--- src/qrcl_defines.vh ---
/*
 constants for the quad regulator control logic: mode codes, setpoint widths,
 default values and timing counts. assumes a 10 MHz core clock.
*/
`ifndef QRCL_DEFINES_VH
`define QRCL_DEFINES_VH

`define QRCL_CLK_HZ 24'h989680
`define QRCL_MODE_W 2
`define QRCL_MODE_PULSE_SKIP 2'h0
`define QRCL_MODE_AUTO_HYST 2'h1
`define QRCL_MODE_FORCED_HYST 2'h2
`define QRCL_MODE_LDO 2'h3
`define QRCL_FB_CODE_W 4
`define QRCL_OUT_CODE_W 7
`define QRCL_FB_CODE_FULL 4'hf
`define QRCL_FB_CODE_MIN 4'h0
`define QRCL_OUT_CODE_DEF 7'h00
`define QRCL_FB_MIN_MV 10'h1a9
`define QRCL_FB_STEP_MV 10'h019
`define QRCL_FB_MV_FULL 10'h320
`define QRCL_OUT_MIN_MV 12'h258
`define QRCL_OUT_STEP_MV 12'h019
`define QRCL_POR_DELAY_MS 8'he6
// release delay in core clock cycles: 230 ms at 10 MHz
`define QRCL_POR_DELAY_CYC 22'h231860
`define QRCL_POR_CNT_W 22
`define QRCL_NREG 4
`define QRCL_IDX_LARGE_FB 2'h0
`define QRCL_IDX_SMALL_FB 2'h1
`define QRCL_IDX_LARGE_OUT 2'h2
`define QRCL_IDX_SMALL_OUT 2'h3

`endif

--- src/qrcl_core.v ---
/*
 control logic of a four-channel step-down regulator: run pin merging,
 per-regulator mode and setpoint registers loaded from a serial shifter,
 interface-supply undervoltage reset and the power-good reset output.
 assumes scl/sda, wr_strobe and the undervoltage pin are synchronous to clk; framing of the
 serial protocol is outside this block, wr_strobe marks a complete word.
 run pins and the good comparator pass two synchroniser stages; run pins reach reg_en_r
 three clock edges late, and a good drop reaches power_good_reset_oe_n four edges late.
*/
// Summary of operation
// [RULE_01] enable is run pin OR serial bit
// [RULE_02] large run low-active, small high-active
// [RULE_03] run pin enable gives defaults
// [RULE_04] serial writes apply while running
// [RULE_05] 16-step feedback code, 425 to 800mV
// [RULE_06] 128-level output code per regulator
// [RULE_07] power-good released after 230ms good
// [RULE_08] power-good low below 92%, restart delay
// [RULE_09] undervoltage forces all settings to default
// [RULE_10] one bit shifted per serial clock
// [RULE_11] four selectable operating modes
// [RULE_12] separate state for each regulator
// [RULE_13] feedback code low four bits decode
// [RULE_14] output code seven bits, zero lowest
// [RULE_15] output regulators off at power-up
// [RULE_16] sync pins, counter-timed release delay
`timescale 1ns/1ps
`default_nettype none
`include "qrcl_defines.vh"

module qrcl_core #(
    parameter [`QRCL_POR_CNT_W-1:0] POR_DELAY_CYC = `QRCL_POR_DELAY_CYC
) (
    input wire clk,
    input wire srst,
    input wire large_fb_reg_run_n,
    input wire small_fb_reg_run,
    input wire supply_undervoltage_detect,
    input wire large_fb_in_reg,
    input wire scl,
    input wire sda,
    input wire wr_strobe,
    output reg [3:0] reg_en_r,
    output reg [7:0] reg_mode_r,
    output reg [`QRCL_FB_CODE_W-1:0] large_fb_code_r,
    output reg [`QRCL_FB_CODE_W-1:0] small_fb_code_r,
    output reg [`QRCL_OUT_CODE_W-1:0] large_out_code_r,
    output reg [`QRCL_OUT_CODE_W-1:0] small_out_code_r,
    output reg [9:0] large_fb_mv_r,
    output reg [9:0] small_fb_mv_r,
    output reg power_good_reset_out,
    output reg power_good_reset_oe_n
);
    // serial word: [15:14] regulator, [13] enable, [12:11] mode, [10:4] code, [3:0] unused
    reg [15:0] shift_r;
    reg scl_d_r;
    reg run_l_s1_r;
    reg run_l_s2_r;
    reg run_s_s1_r;
    reg run_s_s2_r;
    reg pg_s1_r;
    reg pg_s2_r;
    reg [3:0] ser_en_r;
    reg [7:0] ser_mode_r;
    reg [`QRCL_FB_CODE_W-1:0] ser_fb_l_r;
    reg [`QRCL_FB_CODE_W-1:0] ser_fb_s_r;
    reg [`QRCL_OUT_CODE_W-1:0] ser_out_l_r;
    reg [`QRCL_OUT_CODE_W-1:0] ser_out_s_r;
    reg [3:0] ser_written_r;
    reg [3:0] reg_en_nxt;
    reg [`QRCL_FB_CODE_W-1:0] large_fb_code_nxt;
    reg [`QRCL_FB_CODE_W-1:0] small_fb_code_nxt;
    reg [9:0] large_fb_mv_nxt;
    reg [9:0] small_fb_mv_nxt;
    wire por_release;
    wire run_large;
    wire run_small;

    function [9:0] fb_mv;
        input [`QRCL_FB_CODE_W-1:0] code;
        begin
            // [RULE_13] low nibble decode
            fb_mv = `QRCL_FB_MIN_MV + code * `QRCL_FB_STEP_MV;
        end
    endfunction

    function [`QRCL_FB_CODE_W-1:0] fb_code_sel;
        input written;
        input [`QRCL_FB_CODE_W-1:0] code;
        begin
            // [RULE_03] full scale until written
            fb_code_sel = written ? code : `QRCL_FB_CODE_FULL;
        end
    endfunction

    // [RULE_16] two-stage synchronisers
    always @(posedge clk) begin
        if (srst) begin
            run_l_s1_r <= 1'b1;
            run_l_s2_r <= 1'b1;
            run_s_s1_r <= 1'b0;
            run_s_s2_r <= 1'b0;
            pg_s1_r <= 1'b0;
            pg_s2_r <= 1'b0;
        end else begin
            run_l_s1_r <= large_fb_reg_run_n;
            run_l_s2_r <= run_l_s1_r;
            run_s_s1_r <= small_fb_reg_run;
            run_s_s2_r <= run_s_s1_r;
            pg_s1_r <= large_fb_in_reg;
            pg_s2_r <= pg_s1_r;
        end
    end

    // [RULE_02] pin polarities
    assign run_large = ~run_l_s2_r;
    assign run_small = run_s_s2_r;

    // the word is only taken on wr_strobe, so stray bits between frames are harmless
    // [RULE_10] one bit per rising scl
    always @(posedge clk) begin
        if (srst) begin
            // scl idles high; resetting to that level avoids a false edge after reset
            scl_d_r <= 1'b1;
            shift_r <= 16'h0000;
        end else begin
            scl_d_r <= scl;
            if (scl && !scl_d_r) begin
                shift_r <= {shift_r[14:0], sda};
            end
        end
    end

    // a write that meets undervoltage is dropped: the clear always wins
    // [RULE_09] undervoltage clears settings
    always @(posedge clk) begin
        if (srst || supply_undervoltage_detect) begin
            // [RULE_15] output regulators start disabled
            ser_en_r <= 4'h0;
            ser_mode_r <= {4{`QRCL_MODE_PULSE_SKIP}};
            ser_fb_l_r <= `QRCL_FB_CODE_FULL;
            ser_fb_s_r <= `QRCL_FB_CODE_FULL;
            ser_out_l_r <= `QRCL_OUT_CODE_DEF;
            ser_out_s_r <= `QRCL_OUT_CODE_DEF;
            ser_written_r <= 4'h0;
        // [RULE_04] applied on the fly
        end else if (wr_strobe) begin
            // [RULE_12] only the addressed regulator
            ser_en_r[shift_r[15:14]] <= shift_r[13];
            // [RULE_11] mode field
            ser_mode_r[shift_r[15:14]*2 +: 2] <= shift_r[12:11];
            ser_written_r[shift_r[15:14]] <= 1'b1;
            case (shift_r[15:14])
                `QRCL_IDX_LARGE_FB: ser_fb_l_r <= shift_r[7:4];
                `QRCL_IDX_SMALL_FB: ser_fb_s_r <= shift_r[7:4];
                // [RULE_14] seven-bit output code
                `QRCL_IDX_LARGE_OUT: ser_out_l_r <= shift_r[10:4];
                default: ser_out_s_r <= shift_r[10:4];
            endcase
        end
    end

    // [RULE_01] pin OR serial enable
    always @* begin
        reg_en_nxt = {ser_en_r[3:2], ser_en_r[1] | run_small, ser_en_r[0] | run_large};
        // [RULE_03] defaults until written
        large_fb_code_nxt = fb_code_sel(ser_written_r[0], ser_fb_l_r);
        small_fb_code_nxt = fb_code_sel(ser_written_r[1], ser_fb_s_r);
        // [RULE_05] setpoint in millivolts
        large_fb_mv_nxt = fb_mv(large_fb_code_nxt);
        small_fb_mv_nxt = fb_mv(small_fb_code_nxt);
    end

    // run pin enable without a serial write keeps defaults
    always @(posedge clk) begin
        if (srst) begin
            reg_en_r <= 4'h0;
            reg_mode_r <= {4{`QRCL_MODE_PULSE_SKIP}};
            large_fb_code_r <= `QRCL_FB_CODE_FULL;
            small_fb_code_r <= `QRCL_FB_CODE_FULL;
            large_out_code_r <= `QRCL_OUT_CODE_DEF;
            small_out_code_r <= `QRCL_OUT_CODE_DEF;
            large_fb_mv_r <= `QRCL_FB_MV_FULL;
            small_fb_mv_r <= `QRCL_FB_MV_FULL;
        end else begin
            reg_en_r <= reg_en_nxt;
            // [RULE_11] mode per regulator
            reg_mode_r <= ser_mode_r;
            large_fb_code_r <= large_fb_code_nxt;
            small_fb_code_r <= small_fb_code_nxt;
            // [RULE_06] output codes
            large_out_code_r <= ser_out_l_r;
            small_out_code_r <= ser_out_s_r;
            large_fb_mv_r <= large_fb_mv_nxt;
            small_fb_mv_r <= small_fb_mv_nxt;
        end
    end

    // [RULE_16] counter-timed release
    qrcl_por_timer #(.DELAY_CYC(POR_DELAY_CYC)) u_por (
        .clk(clk),
        .srst(srst),
        // a disabled rail never counts as good
        .in_reg(pg_s2_r & reg_en_r[0]),
        .release_r(por_release)
    );

    // the data bit stays low; only the enable moves, as an open-drain pin needs
    // [RULE_07] open drain: enable low pulls low
    always @(posedge clk) begin
        if (srst) begin
            power_good_reset_out <= 1'b0;
            power_good_reset_oe_n <= 1'b0;
        end else begin
            power_good_reset_out <= 1'b0;
            power_good_reset_oe_n <= por_release;
        end
    end
endmodule
`default_nettype wire

--- src/qrcl_por_timer.v ---
/*
 power-good reset timer for the large feedback regulator.
 assumes the comparator level arrives already synchronised to clk.
*/
`timescale 1ns/1ps
`default_nettype none
`include "qrcl_defines.vh"

module qrcl_por_timer #(
    parameter [`QRCL_POR_CNT_W-1:0] DELAY_CYC = `QRCL_POR_DELAY_CYC
) (
    input wire clk,
    input wire srst,
    input wire in_reg,
    output reg release_r
);
    reg [`QRCL_POR_CNT_W-1:0] cnt_r;

    always @(posedge clk) begin
        if (srst) begin
            cnt_r <= {`QRCL_POR_CNT_W{1'b0}};
            release_r <= 1'b0;
        // [RULE_08] drop and restart
        end else if (!in_reg) begin
            cnt_r <= {`QRCL_POR_CNT_W{1'b0}};
            release_r <= 1'b0;
        // [RULE_07] release after delay
        end else if (cnt_r >= DELAY_CYC - 1'b1) begin
            release_r <= 1'b1;
        end else begin
            cnt_r <= cnt_r + 1'b1;
        end
    end
endmodule
`default_nettype wire

--- config.mk ---
export PLATFORM = sky130hd
export DESIGN_NAME = qrcl_core
export DESIGN_NICKNAME = d
export VERILOG_FILES = /design/src/qrcl_core.v /design/src/qrcl_por_timer.v
export VERILOG_INCLUDE_DIRS = /design/src
export SDC_FILE = /design/constraint.sdc
export NUM_CORES = 1
export LEC_CHECK = 0
export ABC_AREA = 0
export BUFFER_PORTS_ARGS = -buffer_cell sky130_fd_sc_hd__buf_2
export CAP_MARGIN = 20
export CORE_MARGIN = 4
export CORE_UTILIZATION = 45
export CTS_CLUSTER_SIZE = 20
export DETAILED_ROUTE_END_ITERATION = 12
export PLACE_DENSITY_LB_ADDON = 0.25
export SYNTH_ARGS = -nofsm -noshare
export SYNTH_HDL_FRONTEND = slang
export SYNTH_SLANG_ARGS = --single-unit
--- constraint.sdc ---
create_clock -name clk -period 4.25 [get_ports clk]
set_clock_uncertainty 0.1 [all_clocks]
set_input_delay 0.85 -clock clk [delete_from_list [all_inputs] [get_ports clk]]
set_output_delay 0.85 -clock clk [all_outputs]
set_load 0.01 [all_outputs]
# Yosys cells after proc, flatten, opt, wreduce, memory -nomap -nowiden
# Index checks and enable logic that the tools add are counted.
# W data, S select, Z words.
[totals]
ff_bits = 139
input_bits = 9
out_inout_bits = 56
elab_cells = 63
[classes]
n_addsub = 4
multipliers = 2
n_lt_le_gt_ge = 3
eq_ne = 2
shift = 2
n_mux = 6
bitwise = 7
n_reduce_logical = 11
[op_table]
columns = ["cell", "n"]
rows = [
  ["$neg A3 Y34", 1],
  ["$shift A2 B34 Y8 const A", 1],
  ["$shiftx A2 B34 Y8", 1],
  ["$add A22 B1 Y22 const B", 1],
  ["$ge A22 B22 Y1 const B", 1],
  ["$add A9 B9 Y10 const A", 2],
  ["$mul A4 B5 Y9 const B", 2],
  ["$bwmux W8", 1],
  ["$mux W4", 2],
  ["$reduce_and A2 Y1", 4],
  ["$bwmux W4", 1],
  ["$or A4 B4 Y4", 1],
  ["$lt A2 B3 Y1 const B", 1],
  ["$not A1 Y1", 3],
  ["$reduce_or A3 Y1", 1],
  ["$demux W1 S2", 1],
  ["$eq A2 B1 Y1 const B", 1],
  ["$eq A2 B2 Y1 const B", 1],
  ["$ge A2 B1 Y1 const B", 1],
  ["$logic_and A1 B1 Y1", 2],
  ["$logic_not A2 Y1", 1],
  ["$or A1 B1 Y1", 2],
  ["$reduce_or A2 Y1", 1],
  ["$and A1 B1 Y1", 1],
  ["3 further kinds", 3],
]

# Longest topological paths before layout
[depth]
ltp_word = 5
mapped_depth = 11
ltp_nobuf = 11

# Modules after synthesis
# A second synthesis with hierarchy kept.
[hier_totals]
hier_cells = 627
hier_area_um2 = 5576.6
[by_module_without_submodules]
columns = ["mod", "instances", "cells_per_inst", "area_per_inst_um2", "seq_area_each_um2"]
rows = [
  ["qrcl_core", 1, 464, 4251.6, 2282.2],
  ["qrcl_por_timer", 1, 163, 1325.0, 460.4],
]

# Least setup slack after synthesis
# Ideal clock, no wire load.
[synth_timing]
path_type = "reg2reg"
start = "reg ser_fb_s_r[2], in the netlist fb_code_sel.code[2]"
end = "reg small_fb_mv_r[9]"
setup_time_ns = 0.121
arrival_time_ns = 2.054
required_ns = 4.029
path_slack_ns = 1.975
path_stages_with_launch = 10
path_buffers = 0
synth_period_minus_slack_ns = 2.275
cell_sequence = "dfxtp_1 nand2b_1 inv_1 and2_1 ha_1 ha_1 and2_1 a21oi_1 o21bai_1 mux2_2"
[synth_via]
elab_chain_cells = 3
[synth_lines]
columns = ["element", "line_no", "source"]
rows = [
  ["from (decl)", "qrcl_core.v:66", "reg [`QRCL_FB_CODE_W-1:0] ser_fb_s_r;"],
  ["from (signal assigned)", "qrcl_core.v:142", "ser_fb_s_r <= `QRCL_FB_CODE_FULL;"],
  ["from (signal assigned)", "qrcl_core.v:155", "`QRCL_IDX_SMALL_FB: ser_fb_s_r <= shift_r[7:4];"],
  ["$mux W4 (no source line)", "n/a", ""],
  ["via fb_mv.code[2]", "qrcl_core.v:80", "input [`QRCL_FB_CODE_W-1:0] code;"],
  ["$mul A4 B5 Y9 (no source line)", "n/a", ""],
  ["$add A9 B9 Y10 (no source line)", "n/a", ""],
  ["to (signal assigned)", "qrcl_core.v:184", "small_fb_mv_r <= `QRCL_FB_MV_FULL;"],
  ["to (signal assigned)", "qrcl_core.v:195", "small_fb_mv_r <= small_fb_mv_nxt;"],
  ["to (decl)", "qrcl_core.v:50", "output reg [9:0] small_fb_mv_r,"],
]
# The timed path passes the listed nets, and every way through them passes these cells.
# A chain may end at the register's enable or synchronous reset.

# Worst setup path in the final report
# Ends and elaborated chain as after synthesis.

==> flow_summary.json <==
{
  "seqPwrFrac_pct": 47.4,
  "post-route-util_pct": 54.18,
  "avgRoutedWirePerCell_um": 12.97,
  "port_buffers": 63,
  "layout-drive-gt1-share_pct": 16.96,
  "dieArea_um2": 14210,
  "cp.arrival_ns": 2.68,
  "routed-wl-met2_um": 5376,
  "r2r-start": "fb_code_sel.code[2]$_SDFFE_PP1P_",
  "grt_pass1_vias": 4200,
  "post_cts_buffers": 0,
  "p_int_mw": 2.165,
  "area_growth_pct": 17.45,
  "synth_edf_count": 0,
  "yosysTopAreaCellShare_pct": 49.29,
  "slowest_delay_ns": 0.35,
  "combPwrFrac_pct": 2.5,
  "cts_hold_buffers": 0,
  "top_layer_used": "met4",
  "rsz0062_at_grt": "false",
  "synth-seq-cells": 137,
  "cts_made_buffers": 17,
  "htreeDepth": 4,
  "firstDrtPassIters": 5,
  "worst_setup_path_start_kind": "flop",
  "fin_crit_sh_pct": 58.48,
  "wl_um": 11130,
  "std_cell_rows": 40,
  "vdd_drop_max_mv": 0.3101,
  "clkPwrFrac_pct": 50.1,
  "route.vias.total": 4314,
  "yosys-top-cells-area": "dfxtp_1 (49%), nand2_1 (7.8%), ha_1 (6.7%)",
  "hp-class": "flop to flop",
  "clock-sinks": 137,
  "ant_nets": 0,
  "core_um2": 12060,
  "ys_types": 49,
  "start_util_pct": 46.13,
  "fp.dieH_um": 119.2,
  "crit_type": "flop to flop",
  "netlist_area_um2": 5564,
  "vias_per_cell": 5.028,
  "synth_warnings": 0,
  "cts_tree": "done",
  "synth_flop_cell": "dfxtp_1",
  "clk_pin_slew_ns": 0.05,
  "ioPinCount": 65,
  "synth_most_common_cell": "dfxtp_1",
  "path_cells": "nand2b_1 -> inv_1 -> and2_1 -> ha_1 -> ha_1 -> and2_1 -> a21oi_1 -> o21bai_1 -> mux2_2",
  "cts_root_buf": "clkbuf_16",
  "outcome": "finished, final reports clean",
  "max_freq_mhz": 402.3,
  "slew_headroom_pct": 30.87,
  "drt-met1-wl_um": 5110,
  "p_per_area_nw_per_um2": 420.2,
  "ys_async_sr_fraction_pct": 0,
  "grt_pass1_wl_um": 19140,
  "place_hpwl_um": 7591,
  "clock_latency_ns": 0.42,
  "hold_violations": 0,
  "final_net_count": 716,
  "netlist.top_cell.by_area": "dfxtp_1",
  "ff2ff_setup_slack_ns": 1.76,
  "cts_resized": 0,
  "syn_area_per_cell_um2": 8.917,
  "period_minus_slack_ns": 2.485,
  "grt_max_degree": 43,
  "drv_cap": 0,
  "crit_slowest_cell": "dfxtp_1",
  "antenna_cells": 0,
  "drv_slew": 0,
  "drcViolationCount": 0,
  "die_x_um": 119.2,
  "rr_endpoint": "small_fb_mv_r[9]$_SDFF_PP1_",
  "ff2ff_path_depth": 9,
  "worstMarginPinSlew_ns": 1.035,
  "leakage_nw": 2.604,
  "route.met3.wl_um": 527,
  "overflow": 0,
  "fin_ws_ns": 1.765,
  "grt.total_usage_pct": 16.46,
  "p_switching_mw": 0.5806,
  "n_fill_cell": 1118,
  "synthTopCellsByCount": "dfxtp_1 (137), nand2_1 (116), a21oi_1 (59), nor2b_1 (35), nor2_1 (33)",
  "gp_congestion": 0.8394,
  "switching_share_pct": 21.14,
  "worstPathRequired_ns": 4.45,
  "cts_buffer_depth": 2,
  "syn-num-nets": 663,
  "syn_inst": 624,
  "antenna_found_initial": 0,
  "tns_ns": 0,
  "critPathMaxFanout": 7,
  "drt-initial-drc-count": 262,
  "setup_viol": 0,
  "dp_slack_ns": 1.761,
  "yosysSeqAreaShare_pct": 49.29,
  "end_kind": "flop",
  "endpoint": "small_fb_mv_r[9]$_SDFF_PP1_",
  "cp-startpoint": "fb_code_sel.code[2]$_SDFFE_PP1P_"
}
-- power groups by stage --
stage	logic, mW	clock network [mW]	registers (mW)
floorplan	0.0489	0	1.33
global placement	0.0684	0	1.33
detailed placement	0.0698	0	1.33
CTS	0.0704	1.41	1.30
global route	0.0775	1.47	1.30
finish	0.0687	1.38	1.30
-- through the flow --
| step | cells | hold WS, ns | power [mW] | instance area (um2) |
|---|---|---|---|---|
| floorplan | 624 | 0.2890 | 1.379 | 5564 |
| global placement | 826 | 0.2991 | 1.396 | 5968 |
| detailed placement | 826 | 0.3071 | 1.398 | 5968 |
| CTS | 858 | 0.3148 | 2.781 | 6535 |
| global route | 858 | 0.3440 | 2.851 | 6535 |
| finish | 858 | 0.3132 | 2.746 | 6535 |
-- registers in the layout, summed over array words and instances, names as in the netlist, 7 cells and up --
signal            count
shift_r              16
large_fb_mv_r        10
small_fb_mv_r        10
reg_mode_r            8
ser_out_s_r           7
large_out_code_r      7
u_por.cnt_r          22
ser_out_l_r           7
ser_mode_r            8
small_out_code_r      7
-- per-layer routing --
layer  vias up  track usage (%)
met5         -                0
li1       2223                -
met4         0            7.820
met1      1984            19.86
met2        96            26.67
met3        11            5.128
-- cell families (layout without fill, tap and decap cells) --
group	Yosys count	after routing	synth area share, %
other cells	1	1	0.06740
mux	3	3	0.5622
fa+ha+maj	30	30	6.746
xor+xnor	18	18	2.834
buf+inv	45	111	3.328
flops	137	137	49.29
simple gates	288	288	25.84
compound gates	102	102	11.33
-- critical path: cells and delay by family (launching register included) --
kind                     cells  cell delay (ns)
AND/OR/NAND/NOR              3             0.62
adder cells (fa/ha/maj)      2             0.60
flip-flops                   1             0.35
AO/OA/AOI/OAI                2             0.30
multiplexers                 1             0.27
buffers and inverters        1             0.12
-- layout by cell type, fill, tap and decap left out, types with 3 or more instances in the layout --
| cell | count |
|---|---|
| xnor2_1 | 9 |
| inv_1 | 15 |
| and2_1 | 10 |
| nand4_1 | 5 |
| nor2_1 | 33 |
| nand2b_1 | 15 |
| clkbuf_8 | 3 |
| nor3_1 | 4 |
| a22oi_1 | 4 |
| o31ai_1 | 11 |
| clkinv_2 | 6 |
| or2_2 | 15 |
| nand2_1 | 116 |
| or4_1 | 10 |
| a21oi_1 | 59 |
| or3_1 | 6 |
| a21o_1 | 3 |
| a31oi_1 | 4 |
| nand3_1 | 24 |
| buf_2 | 63 |
| a41o_1 | 3 |
| nor2b_1 | 35 |
| clkinvlp_4 | 3 |
| ha_1 | 30 |
| o21bai_1 | 4 |
| xor2_1 | 9 |
| and3_1 | 5 |
| dfxtp_1 | 137 |
| clkbuf_16 | 17 |
| o21ai_1 | 5 |
-- cell type report --
type	count	area [um2]	share of cell area, %
timing repair buffer	64	322.8	4.940
inverter	15	56.30	0.8616
sequential	137	2743	41.97
multi-input combinational	442	2636	40.34
tap	168	210.2	3.217
clock inverter	12	100.1	1.532
clock buffer	20	466.7	7.141
-- how the worst min path moves through the flow --
| stage | slack, ns | cells after the start | startpoint | to |
|---|---|---|---|---|
| 6_report | 0.31 | 1 | run_l_s2_r$_SDFF_PP1_ | reg_en_r[0]$_SDFF_PP0_ |
| 5_1_grt | 0.34 | 1 | run_l_s2_r$_SDFF_PP1_ | reg_en_r[0]$_SDFF_PP0_ |
| 4_1_cts | 0.31 | 1 | run_l_s2_r$_SDFF_PP1_ | reg_en_r[0]$_SDFF_PP0_ |
| 3_5_place_dp | 0.31 | 1 | run_l_s2_r$_SDFF_PP1_ | reg_en_r[0]$_SDFF_PP0_ |
| 3_3_place_gp | 0.30 | 1 | run_l_s2_r$_SDFF_PP1_ | reg_en_r[0]$_SDFF_PP0_ |
| 2_1_floorplan | 0.29 | 1 | run_l_s2_r$_SDFF_PP1_ | reg_en_r[0]$_SDFF_PP0_ |
Power figures use the tool's default switching activity.
